===== config.mk =====
export PLATFORM = sky130hd
export DESIGN_NAME = baud_gen
export DESIGN_NICKNAME = d
export VERILOG_FILES = /design/src/baud_gen_pkg.sv /design/src/pin_sync.sv /design/src/tick_divider.sv /design/src/baud_gen.sv
export VERILOG_INCLUDE_DIRS = /design/src
export SDC_FILE = /design/constraint.sdc
export NUM_CORES = 1
export LEC_CHECK = 0
export BUFFER_PORTS_ARGS = -buffer_cell sky130_fd_sc_hd__buf_4
export CAP_MARGIN = 20
export CORE_UTILIZATION = 40
export CTS_BUF_LIST = sky130_fd_sc_hd__clkbuf_4 sky130_fd_sc_hd__clkbuf_8 sky130_fd_sc_hd__clkbuf_16
export DETAILED_ROUTE_END_ITERATION = 10
export PLACE_DENSITY = 0.61
export SLEW_MARGIN = 15
export SYNTH_ARGS = -nofsm -noshare
export SYNTH_HDL_FRONTEND = slang
export SYNTH_SLANG_ARGS = --single-unit

===== constraint.sdc =====
create_clock -name aclk -period 6.6 [get_ports aclk]
set_input_delay 1.65 -clock aclk [delete_from_list [all_inputs] [get_ports aclk]]
set_output_delay 1.65 -clock aclk [all_outputs]
set_load 0.03 [all_outputs]

===== src/baud_gen_map.svh =====
`ifndef BAUD_GEN_MAP_SVH
`define BAUD_GEN_MAP_SVH

// byte addresses of the register words
`define BG_OFF_DIV_LOW      8'h00
`define BG_OFF_DIV_HIGH     8'h04
`define BG_OFF_CONTROL      8'h08
`define BG_OFF_STATUS       8'h0C
`define BG_OFF_TICKS        8'h10
`define BG_OFF_DIV_USED     8'h14

// control word fields
`define BG_CTL_SYNC_BIT     0
`define BG_CTL_FAST_BIT     1
`define BG_CTL_WIDE_BIT     2
`define BG_CTL_MASTER_BIT   3
`define BG_CTL_WIDTH        4

// status word fields
`define BG_STA_CLK_BIT      0
`define BG_STA_PHASE_BIT    1
`define BG_STA_CNT_LSB      16

// reset values
`define BG_RST_DIV_LOW      8'h00
`define BG_RST_DIV_HIGH     8'h00
`define BG_RST_CONTROL      4'h0

// half of each prescale factor, minus one
`define BG_HALF_64          5'h1F
`define BG_HALF_16          5'h07
`define BG_HALF_4           5'h01

// axi responses
`define BG_RESP_OKAY        2'h0
`define BG_RESP_SLVERR      2'h2

`endif


===== src/baud_gen_pkg.sv =====
package baud_gen_pkg;

    // prescale factor applied after the divisor counter, one-hot
    typedef enum logic [2:0] {
        presc_64 = 3'b001,
        presc_16 = 3'b010,
        presc_4  = 3'b100
    } presc_t;

    // where the shift clock comes from
    typedef enum logic [2:0] {
        clk_none   = 3'b001,
        clk_master = 3'b010,
        clk_slave  = 3'b100
    } clk_src_t;

endpackage


===== src/pin_sync.sv =====
`timescale 1ns/100ps
`default_nettype none

module pin_sync (
    input  wire logic aclk,     // system clock
    input  wire logic aresetn,  // synchronous reset, active low
    input  wire logic pin_in,   // asynchronous level
    output logic      pin_sync  // level after two flops
);

    logic stage1_r;
    logic stage2_r;

    always_ff @(posedge aclk) begin
        if (!aresetn) begin
            stage1_r <= 1'b0;
            stage2_r <= 1'b0;
        end else begin
            stage1_r <= pin_in;
            stage2_r <= stage1_r;
        end
    end

    assign pin_sync = stage2_r;

endmodule

`default_nettype wire


===== src/tick_divider.sv =====
`timescale 1ns/100ps
`default_nettype none

module tick_divider #(
    parameter int W = 16
) (
    input  wire logic         aclk,     // system clock
    input  wire logic         aresetn,  // synchronous reset, active low
    input  wire logic         restart,  // clear the count
    input  wire logic         enable,   // count this cycle
    input  wire logic [W-1:0] limit,    // period minus one
    output logic              tick,     // one pulse per limit+1 enables
    output logic      [W-1:0] count     // current count
);

    initial begin
        if (W < 1 || W > 16) begin
            $error("tick_divider width out of range");
        end
    end

    logic [W-1:0] cnt_r;
    logic [W-1:0] cnt_nxt;
    wire          at_end = (cnt_r >= limit);

    assign tick  = enable & at_end & ~restart;
    assign count = cnt_r;

    assign cnt_nxt = restart ? '0 :
                     !enable ? cnt_r :
                     at_end  ? '0 : W'(cnt_r + 1'b1);

    always_ff @(posedge aclk) begin
        if (!aresetn) begin
            cnt_r <= '0;
        end else begin
            cnt_r <= cnt_nxt;
        end
    end

endmodule

`default_nettype wire


===== src/baud_gen.sv =====
// Overview of operation
// [RULE1] low divisor register holds bits 7..0
// [RULE2] high divisor register holds bits 15..8
// [RULE3] writing low byte restarts divisor counter
// [RULE4] writing high byte restarts divisor counter
// [RULE5] narrow divisor ignores high byte always
// [RULE6] async narrow slow divides by 64(n+1)
// [RULE7] async wide slow divides by 16(n+1)
// [RULE8] sync narrow divides by 4(n+1)
// [RULE9] n is the high:low pair, unsigned
// [RULE10] async narrow fast divides by 16(n+1)
// [RULE11] wide fast or sync divides 4(n+1)
// [RULE12] wide select picks 8 or 16 bits
// [RULE13] fast select used only when asynchronous
// [RULE14] mode bit picks sync or async
// [RULE15] sync master drives clock, slave receives
`timescale 1ns/100ps
`default_nettype none
`include "baud_gen_map.svh"

module baud_gen #(
    parameter int DIV_W = 16
) (
    input  wire logic        aclk,          // 250 MHz system clock
    input  wire logic        aresetn,       // synchronous reset, active low
    input  wire logic [7:0]  s_axi_awaddr,  // write address
    input  wire logic        s_axi_awvalid, // write address valid
    output logic             s_axi_awready, // write address ready
    input  wire logic [31:0] s_axi_wdata,   // write data
    input  wire logic [3:0]  s_axi_wstrb,   // write byte enables
    input  wire logic        s_axi_wvalid,  // write data valid
    output logic             s_axi_wready,  // write data ready
    output logic [1:0]       s_axi_bresp,   // write response
    output logic             s_axi_bvalid,  // write response valid
    input  wire logic        s_axi_bready,  // write response ready
    input  wire logic [7:0]  s_axi_araddr,  // read address
    input  wire logic        s_axi_arvalid, // read address valid
    output logic             s_axi_arready, // read address ready
    output logic [31:0]      s_axi_rdata,   // read data
    output logic [1:0]       s_axi_rresp,   // read response
    output logic             s_axi_rvalid,  // read data valid
    input  wire logic        s_axi_rready,  // read data ready
    input  wire logic        shift_clk_i,   // shift clock pin, input
    output logic             shift_clk_o,   // shift clock pin, output
    output logic             shift_clk_oe,  // shift clock pin, drive enable
    output logic             bit_tick       // one pulse per bit time
);

    initial begin
        if (DIV_W != 16) begin
            $error("baud_gen divisor must be 16 bits wide");
        end
    end

    // ---------------- write channel ----------------
    logic        awready_r;
    logic        wready_r;
    logic        bvalid_r;
    logic [1:0]  bresp_r;
    logic        aw_got_r;
    logic        w_got_r;
    logic [7:0]  awaddr_r;
    logic [31:0] wdata_r;
    logic [3:0]  wstrb_r;

    logic        awready_nxt;
    logic        wready_nxt;
    logic        bvalid_nxt;
    logic [1:0]  bresp_nxt;
    logic        aw_got_nxt;
    logic        w_got_nxt;

    wire aw_hs    = s_axi_awvalid & awready_r;
    wire w_hs     = s_axi_wvalid & wready_r;
    wire aw_have  = aw_got_r | aw_hs;
    wire w_have   = w_got_r | w_hs;
    wire do_write = aw_have & w_have & ~bvalid_r;

    wire [7:0]  wr_addr = aw_hs ? s_axi_awaddr : awaddr_r;
    wire [31:0] wr_data = w_hs ? s_axi_wdata : wdata_r;
    wire [3:0]  wr_strb = w_hs ? s_axi_wstrb : wstrb_r;
    wire        wr_lane0 = wr_strb[0];

    wire wr_sel_low  = (wr_addr == `BG_OFF_DIV_LOW);
    wire wr_sel_high = (wr_addr == `BG_OFF_DIV_HIGH);
    wire wr_sel_ctl  = (wr_addr == `BG_OFF_CONTROL);
    wire wr_sel_ro   = (wr_addr == `BG_OFF_STATUS) |
                       (wr_addr == `BG_OFF_TICKS) |
                       (wr_addr == `BG_OFF_DIV_USED);
    wire wr_mapped   = wr_sel_low | wr_sel_high | wr_sel_ctl | wr_sel_ro;

    wire wr_low  = do_write & wr_sel_low & wr_lane0;
    wire wr_high = do_write & wr_sel_high & wr_lane0;
    wire wr_ctl  = do_write & wr_sel_ctl & wr_lane0;

    assign aw_got_nxt  = aw_have & ~do_write;
    assign w_got_nxt   = w_have & ~do_write;
    assign bvalid_nxt  = do_write | (bvalid_r & ~s_axi_bready);
    assign bresp_nxt   = do_write ? (wr_mapped ? `BG_RESP_OKAY
                                               : `BG_RESP_SLVERR)
                                  : bresp_r;
    // each ready stays low until the response has been taken
    assign awready_nxt = ~aw_got_nxt & ~bvalid_nxt & ~do_write;
    assign wready_nxt  = ~w_got_nxt & ~bvalid_nxt & ~do_write;

    always_ff @(posedge aclk) begin
        if (!aresetn) begin
            awready_r <= 1'b0;
            wready_r  <= 1'b0;
            bvalid_r  <= 1'b0;
            bresp_r   <= `BG_RESP_OKAY;
            aw_got_r  <= 1'b0;
            w_got_r   <= 1'b0;
            awaddr_r  <= 8'h00;
            wdata_r   <= 32'h0000_0000;
            wstrb_r   <= 4'h0;
        end else begin
            awready_r <= awready_nxt;
            wready_r  <= wready_nxt;
            bvalid_r  <= bvalid_nxt;
            bresp_r   <= bresp_nxt;
            aw_got_r  <= aw_got_nxt;
            w_got_r   <= w_got_nxt;
            if (aw_hs) begin
                awaddr_r <= s_axi_awaddr;
            end
            if (w_hs) begin
                wdata_r <= s_axi_wdata;
                wstrb_r <= s_axi_wstrb;
            end
        end
    end

    assign s_axi_awready = awready_r;
    assign s_axi_wready  = wready_r;
    assign s_axi_bvalid  = bvalid_r;
    assign s_axi_bresp   = bresp_r;

    // ---------------- software registers ----------------
    logic [7:0]                 div_low_r;
    logic [7:0]                 div_high_r;
    logic [`BG_CTL_WIDTH-1:0]   ctl_r;

    always_ff @(posedge aclk) begin
        if (!aresetn) begin
            div_low_r  <= `BG_RST_DIV_LOW;
            div_high_r <= `BG_RST_DIV_HIGH;
            ctl_r      <= `BG_RST_CONTROL;
        end else begin
            if (wr_low) begin
                div_low_r <= wr_data[7:0]; // RULE1
            end
            if (wr_high) begin
                div_high_r <= wr_data[7:0]; // RULE2
            end
            if (wr_ctl) begin
                ctl_r <= wr_data[`BG_CTL_WIDTH-1:0];
            end
        end
    end

    wire mode_sync   = ctl_r[`BG_CTL_SYNC_BIT];
    wire fast_rate   = ctl_r[`BG_CTL_FAST_BIT];
    wire wide_div    = ctl_r[`BG_CTL_WIDE_BIT];
    wire clk_master  = ctl_r[`BG_CTL_MASTER_BIT];

    // ---------------- rate selection ----------------
    wire [DIV_W-1:0] div_wide   = {div_high_r, div_low_r}; // RULE9
    wire [DIV_W-1:0] div_narrow = {8'h00, div_low_r}; // RULE5
    wire [DIV_W-1:0] div_used   = wide_div ? div_wide : div_narrow; // RULE12

    baud_gen_pkg::presc_t presc_sel;

    always_comb begin
        if (mode_sync) begin
            presc_sel = baud_gen_pkg::presc_4; // RULE8 RULE11 RULE14
        end else if (wide_div) begin
            presc_sel = fast_rate ? baud_gen_pkg::presc_4 // RULE11
                                  : baud_gen_pkg::presc_16; // RULE7
        end else begin
            presc_sel = fast_rate ? baud_gen_pkg::presc_16 // RULE10
                                  : baud_gen_pkg::presc_64; // RULE6
        end
    end

    logic [4:0] half_limit;

    // the prescaler runs at half the factor so the clock has two phases
    always_comb begin
        case (presc_sel) // RULE13
            baud_gen_pkg::presc_64: half_limit = `BG_HALF_64;
            baud_gen_pkg::presc_16: half_limit = `BG_HALF_16;
            baud_gen_pkg::presc_4:  half_limit = `BG_HALF_4;
            default:                half_limit = `BG_HALF_64;
        endcase
    end

    baud_gen_pkg::clk_src_t clk_src;

    assign clk_src = !mode_sync ? baud_gen_pkg::clk_none :
                     clk_master ? baud_gen_pkg::clk_master
                                : baud_gen_pkg::clk_slave;

    // a mode change also restarts, so no stale count runs past a new limit
    logic [`BG_CTL_WIDTH-1:0] ctl_seen_r;
    wire restart = wr_low | wr_high | (ctl_seen_r != ctl_r); // RULE3 RULE4

    // ---------------- divider chain ----------------
    logic             div_tick;
    logic [DIV_W-1:0] div_count;
    logic             half_tick;

    tick_divider #(
        .W (DIV_W)
    ) u_div (
        .aclk    (aclk),
        .aresetn (aresetn),
        .restart (restart),
        .enable  (1'b1),
        .limit   (div_used),
        .tick    (div_tick),
        .count   (div_count)
    );

    tick_divider #(
        .W (5)
    ) u_presc (
        .aclk    (aclk),
        .aresetn (aresetn),
        .restart (restart),
        .enable  (div_tick),
        .limit   (half_limit),
        .tick    (half_tick),
        .count   ()
    );

    // ---------------- shift clock and bit tick ----------------
    logic pin_level;

    pin_sync u_pin (
        .aclk     (aclk),
        .aresetn  (aresetn),
        .pin_in   (shift_clk_i),
        .pin_sync (pin_level)
    );

    logic phase_r;
    logic pin_prev_r;
    logic ck_o_r;
    logic ck_oe_r;
    logic bit_tick_r;
    logic [15:0] tick_cnt_r;

    wire internal_bit = half_tick & phase_r;
    wire slave_rise   = pin_level & ~pin_prev_r;

    logic bit_nxt;

    always_comb begin
        case (clk_src)
            baud_gen_pkg::clk_none:   bit_nxt = internal_bit;
            baud_gen_pkg::clk_master: bit_nxt = internal_bit; // RULE15
            baud_gen_pkg::clk_slave:  bit_nxt = slave_rise; // RULE15
            default:                  bit_nxt = 1'b0;
        endcase
    end

    wire phase_nxt = restart ? 1'b0 : (phase_r ^ half_tick);
    wire ck_oe_nxt = (clk_src == baud_gen_pkg::clk_master);
    // clock pin idles low whenever it is not driven by this end
    wire ck_o_nxt  = ck_oe_nxt & phase_nxt;

    always_ff @(posedge aclk) begin
        if (!aresetn) begin
            phase_r    <= 1'b0;
            pin_prev_r <= 1'b0;
            ck_o_r     <= 1'b0;
            ck_oe_r    <= 1'b0;
            bit_tick_r <= 1'b0;
            tick_cnt_r <= 16'h0000;
            ctl_seen_r <= `BG_RST_CONTROL;
        end else begin
            phase_r    <= phase_nxt;
            pin_prev_r <= pin_level;
            ck_o_r     <= ck_o_nxt; // RULE15
            ck_oe_r    <= ck_oe_nxt; // RULE15
            bit_tick_r <= bit_nxt;
            ctl_seen_r <= ctl_r;
            if (bit_nxt) begin
                tick_cnt_r <= 16'(tick_cnt_r + 1'b1);
            end
        end
    end

    assign shift_clk_o  = ck_o_r;
    assign shift_clk_oe = ck_oe_r;
    assign bit_tick     = bit_tick_r;

    // ---------------- read channel ----------------
    logic        arready_r;
    logic        rvalid_r;
    logic [31:0] rdata_r;
    logic [1:0]  rresp_r;

    wire ar_hs = s_axi_arvalid & arready_r;

    wire rd_sel_low  = (s_axi_araddr == `BG_OFF_DIV_LOW);
    wire rd_sel_high = (s_axi_araddr == `BG_OFF_DIV_HIGH);
    wire rd_sel_ctl  = (s_axi_araddr == `BG_OFF_CONTROL);
    wire rd_sel_sta  = (s_axi_araddr == `BG_OFF_STATUS);
    wire rd_sel_tck  = (s_axi_araddr == `BG_OFF_TICKS);
    wire rd_sel_used = (s_axi_araddr == `BG_OFF_DIV_USED);
    wire rd_mapped   = rd_sel_low | rd_sel_high | rd_sel_ctl |
                       rd_sel_sta | rd_sel_tck | rd_sel_used;

    wire [31:0] status_word = {div_count, 14'h0000,
                               phase_r, ck_o_r | pin_level};

    wire [31:0] rd_word =
        rd_sel_low  ? {24'h00_0000, div_low_r} :
        rd_sel_high ? {24'h00_0000, div_high_r} :
        rd_sel_ctl  ? {28'h000_0000, ctl_r} :
        rd_sel_sta  ? status_word :
        rd_sel_tck  ? {16'h0000, tick_cnt_r} :
        rd_sel_used ? {16'h0000, div_used} : 32'h0000_0000;

    wire rvalid_nxt  = ar_hs | (rvalid_r & ~s_axi_rready);
    wire arready_nxt = ~rvalid_nxt;

    always_ff @(posedge aclk) begin
        if (!aresetn) begin
            arready_r <= 1'b0;
            rvalid_r  <= 1'b0;
            rdata_r   <= 32'h0000_0000;
            rresp_r   <= `BG_RESP_OKAY;
        end else begin
            arready_r <= arready_nxt;
            rvalid_r  <= rvalid_nxt;
            if (ar_hs) begin
                rdata_r <= rd_word;
                rresp_r <= rd_mapped ? `BG_RESP_OKAY : `BG_RESP_SLVERR;
            end
        end
    end

    assign s_axi_arready = arready_r;
    assign s_axi_rvalid  = rvalid_r;
    assign s_axi_rdata   = rdata_r;
    assign s_axi_rresp   = rresp_r;

endmodule

`default_nettype wire


[Yosys cells after proc, flatten, opt, wreduce, memory -nomap -nowiden]
Index checks and enable logic that the tools add are counted.
Widths: inputs -> output; s select.
Word-level totals
  input port bits: 60
  bits in registers: 128
  output and inout bits: 44
  logic and storage cells: 129
Cells by class
  equal/unequal tests: 16
  magnitude comparators: 2
  bitwise operators: 54
  muxes and demuxes: 22
  reduce and logical (&&, ||, !) cells: 5
  add/subtract/negate cells: 3
Operators by type and width (number)
  $mux 32: 4
  $mux 16: 3
  $add 16x1->16 const B: 2
  $eq 8x4->1 const B: 4
  $eq 8x5->1 const B: 4
  $and 1x1->1: 25
  $or 1x1->1: 17
  $eq 8x3->1 const B: 2
  $ge 16x16->1: 1
  $logic_not 8->1: 2
  $mux 8: 2
  $mux 3: 5
  $not 1->1: 11
  $pmux 5 s2: 1
  $eq 3x2->1 const B: 2
  $eq 3x3->1 const B: 2
  $mux 2: 3
  $add 5x1->5 const B: 1
  $ge 5x5->1: 1
  $mux 5: 1
  $ne 4x4->1: 1
  $reduce_or 2->1: 2
  $eq 3x1->1 const B: 1
  $reduce_or 3->1: 1
  other kinds (3): 4

[Logic depth before layout (Yosys ltp)]
Gate-level depths: netlist of the first run.
  depth after elaboration: 15
  gate-level depth with buffers: 18
  depth with buffers taken out: 16

[Hierarchy]
Synthesis of the first run repeated with hierarchy kept, for this count alone.
Second synthesis, totals
  cells, all modules: 709
  area total of the unflattened synthesis: 6277.3 µm²
By module, submodules not included
  baud_gen: instances 1, area an instance 4615.7 µm², sequential area each 2062.0 µm², cells an instance 522
  tick_divider (u_div): instances 1, area an instance 1176.1 µm², sequential area each 320.3 µm², cells an instance 140
  tick_divider (u_presc): instances 1, area an instance 432.9 µm², sequential area each 100.1 µm², cells an instance 43
  pin_sync: instances 1, area an instance 52.6 µm², sequential area each 40.0 µm², cells an instance 4

[Worst setup path before layout of the first run]
OpenSTA, ideal clock, no wires.
  path kind: input to register
  start point: in s_axi_awaddr[3]
  end point: reg tick_cnt_r[9]
  library setup time: 115 ps
  path buffers: 0
  path slack: 2674 ps
  arrival: 3812 ps
  required time: 6485 ps
  stages on the path: 12
  cells stage by stage: and3_1 a2111o_1 a2111oi_4 nor2_1 nand2_1 nor2_1 ha_1 a21oi_2 nor3_1 and3_1 xor2_1 and2_1
On the way
  cells in the longest elaborated chain, start to end: 12
  elaborated cells on any way between the ends: 15
  classes of those cells: eq/ne: 1; mux: 2; bitwise: 11; reduce/logical: 1
Ends and longest elaborated chain
  start: declaration: RTL line baud_gen.sv:26  | input wire logic [7:0] s_axi_awaddr,
  $mux 8 *
  $eq 8x3->1 (no source line) or $logic_not 8->1 (tied branches)
  $and 1x1->1 (on tied branches) (2 in a row): RTL line baud_gen.sv:93, baud_gen.sv:92
  $or 1x1->1 * (2 in a row): RTL line baud_gen.sv:206  | wire restart = wr_low | wr_high | (ctl_seen_r != ctl_r);
  $not 1->1 *: RTL line tick_divider.sv:26  | assign tick = enable & at_end & ~restart;
  $and 1x1->1 (2 in a row): RTL line tick_divider.sv:26
  $and 1x1->1 *: RTL line tick_divider.sv:26
  $and 1x1->1 *: RTL line baud_gen.sv:254  | wire internal_bit = half_tick & phase_r;
  $pmux 1 s2 *: RTL line baud_gen.sv:260  | case (clk_src)
  end signal: assignment: RTL line baud_gen.sv:290  | tick_cnt_r <= 16'(tick_cnt_r + 1'b1);
  end: declaration: RTL line baud_gen.sv:252  | logic [15:0] tick_cnt_r;
Every way passes the cells marked *; elsewhere a longest branch is shown, timed or not.
A chain may end at the register's enable or synchronous reset.

[Final worst setup path of the first run]
  start point: in s_axi_wvalid
  end point: reg tick_cnt_r[15]
On the way
  cells in the longest elaborated chain, start to end: 14
  elaborated cells on any way between the ends: 17
  classes of those cells: mux: 2; bitwise: 15
Ends and longest elaborated chain
  start: declaration: RTL line baud_gen.sv:31  | input wire logic s_axi_wvalid,
  $and 1x1->1 *: RTL line baud_gen.sv:74  | wire w_hs = s_axi_wvalid & wready_r;
  $or 1x1->1: RTL line baud_gen.sv:76  | wire w_have = w_got_r | w_hs;
  $and 1x1->1 (2 in a row): RTL line baud_gen.sv:77  | wire do_write = aw_have & w_have & ~bvalid_r;
  $and 1x1->1 (on tied branches) (2 in a row): RTL line baud_gen.sv:92, baud_gen.sv:93
  $or 1x1->1 * (2 in a row): RTL line baud_gen.sv:206
  $not 1->1 *: RTL line tick_divider.sv:26
  $and 1x1->1 (2 in a row): RTL line tick_divider.sv:26
  $and 1x1->1 *: RTL line tick_divider.sv:26
  $and 1x1->1 *: RTL line baud_gen.sv:254
  $pmux 1 s2 *: RTL line baud_gen.sv:260
Marked as above.

==> results of run 1 <==
## registers in the layout, indices dropped and copies added (netlist names), 4 cells and up
name / flops
ctl_seen_r: 4
s_axi_rdata: 32
tick_cnt_r: 16
wdata_r: 8
u_presc.count: 5
ctl_r: 4
div_high_r: 8
u_div.count: 16
awaddr_r: 8
div_low_r: 8
## logic make-up (layout without fill, tap and decap cells)
group / count (synthesis) / count (layout) / synth area share (%)
simple gates: 273 / 273 / 25.9
flops: 126 / 126 / 42.4
compound gates: 110 / 110 / 11.9
buf+inv: 51 / 125 / 3.77
mux: 33 / 33 / 5.75
xor+xnor: 32 / 32 / 4.71
fa+ha+maj: 26 / 26 / 5.47
other cells: 1 / 2 / 0.0631
## layout by cell type (no fill, tap or decap), types with 3 or more instances in the layout
cell and n:
nor3b_1 4, a211oi_1 3, nand4_1 10, ha_1 26
mux2i_1 24, nor3_1 8, a22oi_1 16, or3_1 3
o21ai_0 12, nor2_1 44, dfxtp_1 126, clkinvlp_4 3
xnor2_1 17, clkbuf_8 5, o22ai_1 7, nand2b_1 14
nand2_1 38, a21boi_0 9, a21oi_1 40, xor2_1 15
and3_1 14, and2_1 27, nand3_1 24, mux2_2 9
bufinv_16 3, buf_4 75, inv_1 18, clkbuf_16 17
nor2b_1 61, o211ai_1 6, nor4_1 6, o21ai_1 3
## worst max-delay path by stage
stage | endpoint | slack, ns
5_1_grt | tick_cnt_r[15] | 2.07
2_1_floorplan | tick_cnt_r[9] | 2.67
3_3_place_gp | tick_cnt_r[15] | 1.90
3_5_place_dp | tick_cnt_r[15] | 1.88
6_report | tick_cnt_r[15] | 2.35
4_1_cts | tick_cnt_r[15] | 2.33
## power by group through the flow
| stage | clock network (W) | logic [W] | registers (W) |
|---|---|---|---|
| final | 0.000980 | 0.000106 | 0.000781 |
| after global routing | 0.00103 | 0.000116 | 0.000783 |
| after floorplan | 0 | 0.0000654 | 0.000803 |
| after CTS | 0.00100 | 0.000107 | 0.000781 |
| after detailed placement | 0 | 0.000107 | 0.000798 |
| after global placement | 0 | 0.000104 | 0.000797 |
## layout make-up
cell class	count	area, sq um
multi-input combinational	476	3200
clock inverter	9	131
clock buffer	23	502
timing repair buffer	75	563
sequential	126	2520
fill	1412	7320
tap	184	230
inverter	18	67.6
## worst max-delay path, delay by kind of cell
kind	cells	cell delay (ns)
AOI/OAI and AO/OA	2	0.24
xor gates and xnor gates	1	0.15
adders and majority gates	1	0.20
buffers and inverters	1	0.11
muxes	1	0.34
and+or+nand+nor	7	1.87
## metrics by stage
step / util, % / hold slack, ns / cell area (sq um) / total power, W / worst slack [ns]
after floorplan: - / 0.398 / 5950 / 0.000868 / 2.67
after global placement: 45.3 / 0.405 / 6590 / 0.000900 / 1.90
after detailed placement: 45.3 / 0.412 / 6590 / 0.000904 / 1.88
final: 49.7 / 0.420 / 7220 / 0.00187 / 2.35
after CTS: 49.7 / 0.421 / 7220 / 0.00189 / 2.33
after global routing: 49.7 / 0.422 / 7220 / 0.00193 / 2.07
## routing by layer
metal	track usage, %	share of wire, %	up-vias
met1	22.2	45	2186
met2	31.1	49	83
met4	8.85	2.3	0
met3	3.75	4.4	21
li1	-	-	2374
met5	0	0	-
==> results.yml, run 1 <==
run_status:
  status: "finished, final reports clean"
clocking:
  clkLatencyLatePin_ns: 0.42
  post_cts_buffers: 0
  cts_max_level: 4
  path_clk_slew_ns: 0.05
  cts_tree: "built"
  clock-root-buffer: "clkbuf_16"
  ctsHoldBuffers: 0
  post_cts_resized: 0
  clockBufferDepth: 2
  clock-sinks: 126
  cts-buffers-inserted: 17
route:
  first_pass_iters: 5
  postRouteAntennaNets: 0
  drc: 0
  wl_um: 13200
  vias: 4664
  wl_per_cell_um: 14.5
  initialDrtViolationCount: 172
  vias_per_cell: 5.12
setup_path:
  crit_start: "s_axi_wvalid"
  slowest_stage: "nor4_1"
  cp.required_ns: 6.91
  cp-start-kind: "input pin"
  r2r_cells: 16
  timing.rr.start: "ctl_r[2]"
  r2r_slack_ns: 2.50
  path_class: "input pin to register"
  worst_path_largest_cell_delay_ns: 0.57
  cp-end-kind: "register"
  r2r_end: "tick_cnt_r[15]"
  arrival_ns: 4.56
  cp_cell_sequence: "buf_4, nand2_1, mux2i_1, a2111oi_4, nor2_1, nand2_1, nor2_1, ha_1, a21oi_2, nor4_1, nand3_1, xnor2_1, and2_1"
  cp_max_fo: 11
grt:
  grt_usage_pct: 18.4
  grt_max_degree: 108
  grt_pass1_wl_um: 21400
  grt_pass1_vias: 4472
  antenna_found_initial: 0
  grt-ovfl-total: 0
synth:
  synthFlopType: "dfxtp_1"
  synth.distinct_cells: 58
  synthArstFlopShare_pct: 0
  synth_cells: 652
  synth_top_cell_area_share_pct: 42.4
  synthTopCellsByArea: "dfxtp_1 42%, nor2b_1 6.4%, ha_1 5.5%"
  syn_area_per_cell_sq_um: 9.12
  synth-edff-count: 0
  ys_ff_latch: 126
  yosys_warnings: 0
  ys_seq_area_share_pct: 42.4
  yosysMostFrequentCell: "dfxtp_1"
  netlist_area_sq_um: 5940
  yosys.area.top_type: "dfxtp_1"
  synth_common_cells: "126 x dfxtp_1, 61 x nor2b_1, 44 x nor2_1"
power:
  p_clk_share_pct: 52.5
  switching_share_pct: 21.4
  power_frac_comb_pct: 5.7
  power-per-cell-area_nw_per_um2: 259
  p_int_w: 0.00147
  power_frac_seq_pct: 41.8
  switching_power_w: 0.000400
  ir_drop_uv: 188
  leakage_nw: 2.89
die:
  fp.dieW_um: 124
  start_util_pct: 40.9
  pin_count: 104
  dieHeight_um: 124
  rows: 44
  core_area_sq_um: 14500
  die_area_sq_um: 15400
timing:
  finalCriticalPeriod_ns: 4.25
  worstMarginPinSlew_ns: 0.856
  hold_viol_final: 0
  slew_violations: 0
  fin_skew_ns: 0.00892
  fmax_mhz: 235
  relSlewSlack_pct: 43.0
  rsz0062_at_grt: "no"
  final.setup.tns_ns: 0
  timing.final.crit_share_pct: 64.4
  setup_viol: 0
place:
  port_buffers: 74
  gp_congestion: 0.798
  dp_hpwl_um: 9360
  dp.cells: 879
min_path:
  worstHoldPathType: "register to register"
  min_to: "s_axi_wready"
  whs_path_depth: 1
  worstHoldStart: "w_got_r"
run:
  max_cap_violations: 0
finish:
  layout.nets: 800
  layoutNonFillerInstCount: 911
  n_antenna_cell: 0
  syn_to_final_growth_pct: 21.4
  drive_gt1_share_pct: 18.2
No activity file was read; power rests on OpenSTA's default activity.
==> run 2: changes to the inputs <==
==> constraint.sdc (replaced) <==
create_clock -name aclk -period 4 [get_ports aclk]
set_input_delay 1 -clock aclk [delete_from_list [all_inputs] [get_ports aclk]]
set_output_delay 1 -clock aclk [all_outputs]
set_load 0.03 [all_outputs]
==> results.yml, run 2 (synthesis results as in run 1) <==
run_status:
  status: "finished, final reports clean"
clocking:
  cts_tree: "built"
  ctsHoldBuffers: 0
  clock-sinks: 126
  path_clk_slew_ns: 0.06
  cts_max_level: 4
  clkLatencyLatePin_ns: 0.41
  clockBufferDepth: 2
  clock-root-buffer: "clkbuf_16"
  post_cts_buffers: 0
  cts-buffers-inserted: 17
  post_cts_resized: 0
timing:
  relSlewSlack_pct: 50.7
  worstMarginPinSlew_ns: 0.739
  finalCriticalPeriod_ns: 3.62
  hold_viol_final: 0
  rsz0062_at_grt: "no"
  fin_skew_ns: 0.00638
  slew_violations: 0
  final.setup.tns_ns: 0
  fmax_mhz: 276
  timing.final.crit_share_pct: 90.5
  setup_viol: 0
die:
  start_util_pct: 40.9
  rows: 44
  pin_count: 104
  core_area_sq_um: 14500
  die_area_sq_um: 15400
  dieHeight_um: 124
  fp.dieW_um: 124
power:
  power_frac_comb_pct: 5.3
  ir_drop_uv: 297
  p_int_w: 0.00265
  switching_share_pct: 19.9
  leakage_nw: 2.95
  switching_power_w: 0.000658
  power_frac_seq_pct: 39.0
  power-per-cell-area_nw_per_um2: 451
  p_clk_share_pct: 55.7
finish:
  layoutNonFillerInstCount: 915
  largest_reg_flops: 32
  drive_gt1_share_pct: 18.6
  mostFrequentLayoutCells: "126 x dfxtp_1, 79 x buf_4, 61 x nor2b_1, 44 x nor2_1, 40 x a21oi_1"
  n_antenna_cell: 0
  layout.nets: 804
  regArea_sq_um: 2520
  syn_to_final_growth_pct: 23.3
  layout_commonest_cell: "dfxtp_1"
  multi_input_area_sq_um: 3200
  num-fill-cells: 1357
grt:
  grt_pass1_wl_um: 21400
  antenna_found_initial: 0
  grt_usage_pct: 18.4
  grt-ovfl-total: 0
  grt_pass1_vias: 4379
  grt_max_degree: 57
route:
  first_pass_iters: 4
  initialDrtViolationCount: 287
  drc: 0
  postRouteAntennaNets: 0
  wl_per_cell_um: 14.6
  vias: 4655
  wl_um: 13400
  vias_per_cell: 5.09
setup_path:
  cp_max_fo: 9
  arrival_ns: 3.97
  cp.required_ns: 4.36
  cp-start-kind: "register"
  cp-end-kind: "register"
  path_class: "register to register"
place:
  dp_hpwl_um: 9410
  port_buffers: 74
  gp_congestion: 0.785
  dp.cells: 883
run:
  max_cap_violations: 0
min_path:
  worstHoldPathType: "register to register"
[run 2: power by group through the flow]
stage          combinational [W]  clock (W)  sequential [W]
2_1_floorplan           0.000108          0         0.00132
3_3_place_gp            0.000173          0         0.00131
3_5_place_dp            0.000177          0         0.00132
4_1_cts                 0.000178    0.00187         0.00129
5_1_grt                 0.000193    0.00193         0.00129
6_report                0.000176    0.00184         0.00129
[run 2: critical path: stages (launching register included)]
cell and delay, ns:
dfxtp_1 0.44, inv_1 0.10, ha_1 0.31, nor2_1 0.04, a21o_1 0.19, ha_1 0.27
a21o_1 0.11, a21oi_1 0.06, o21ai_1 0.43, nand2_1 0.09, nor2_1 0.16, ha_1 0.19
a21oi_2 0.11, or4_4 0.47, nor3_1 0.25, xor2_1 0.19, and2_1 0.14
[run 2: final timing paths]
check	startpoint	end	slack [ns]	cells past startpoint
max reg2reg	ctl_r[1]	tick_cnt_r[12]	0.38	16
min reg2reg	w_got_r	s_axi_wready	0.42	1
min	w_got_r	s_axi_wready	0.42	1
max	ctl_r[1]	tick_cnt_r[12]	0.38	16
[run 2: per-layer routing]
metal  wire length, um  vias to the layer above  GRT usage (%)
met5                 0                        -              0
met3               622                       14           3.89
li1                  -                     2383              -
met2              6420                      103           31.0
met1              6170                     2155           23.0
met4               170                        0           6.77
[run 2: stage by stage]
step	total power [W]	utilization [%]	cell area, sq um	setup WS, ns	hold WS, ns
after floorplan	0.00143	-	5950	0.300	0.398
after CTS	0.00334	50.4	7330	0.359	0.415
after global routing	0.00341	50.4	7330	0.0291	0.432
final	0.00331	50.4	7330	0.381	0.416
after detailed placement	0.00149	45.5	6620	0.284	0.407
after global placement	0.00149	45.5	6620	0.337	0.405
[run 2: cell type report]
type	count	share of cell area (%)
well taps	184	3.14
clock inverters	10	3.16
flip-flops and latches	126	34.4
inverters	18	0.922
repair buffers	79	8.09
clock buffers	22	6.57
multi-input cells	476	43.7
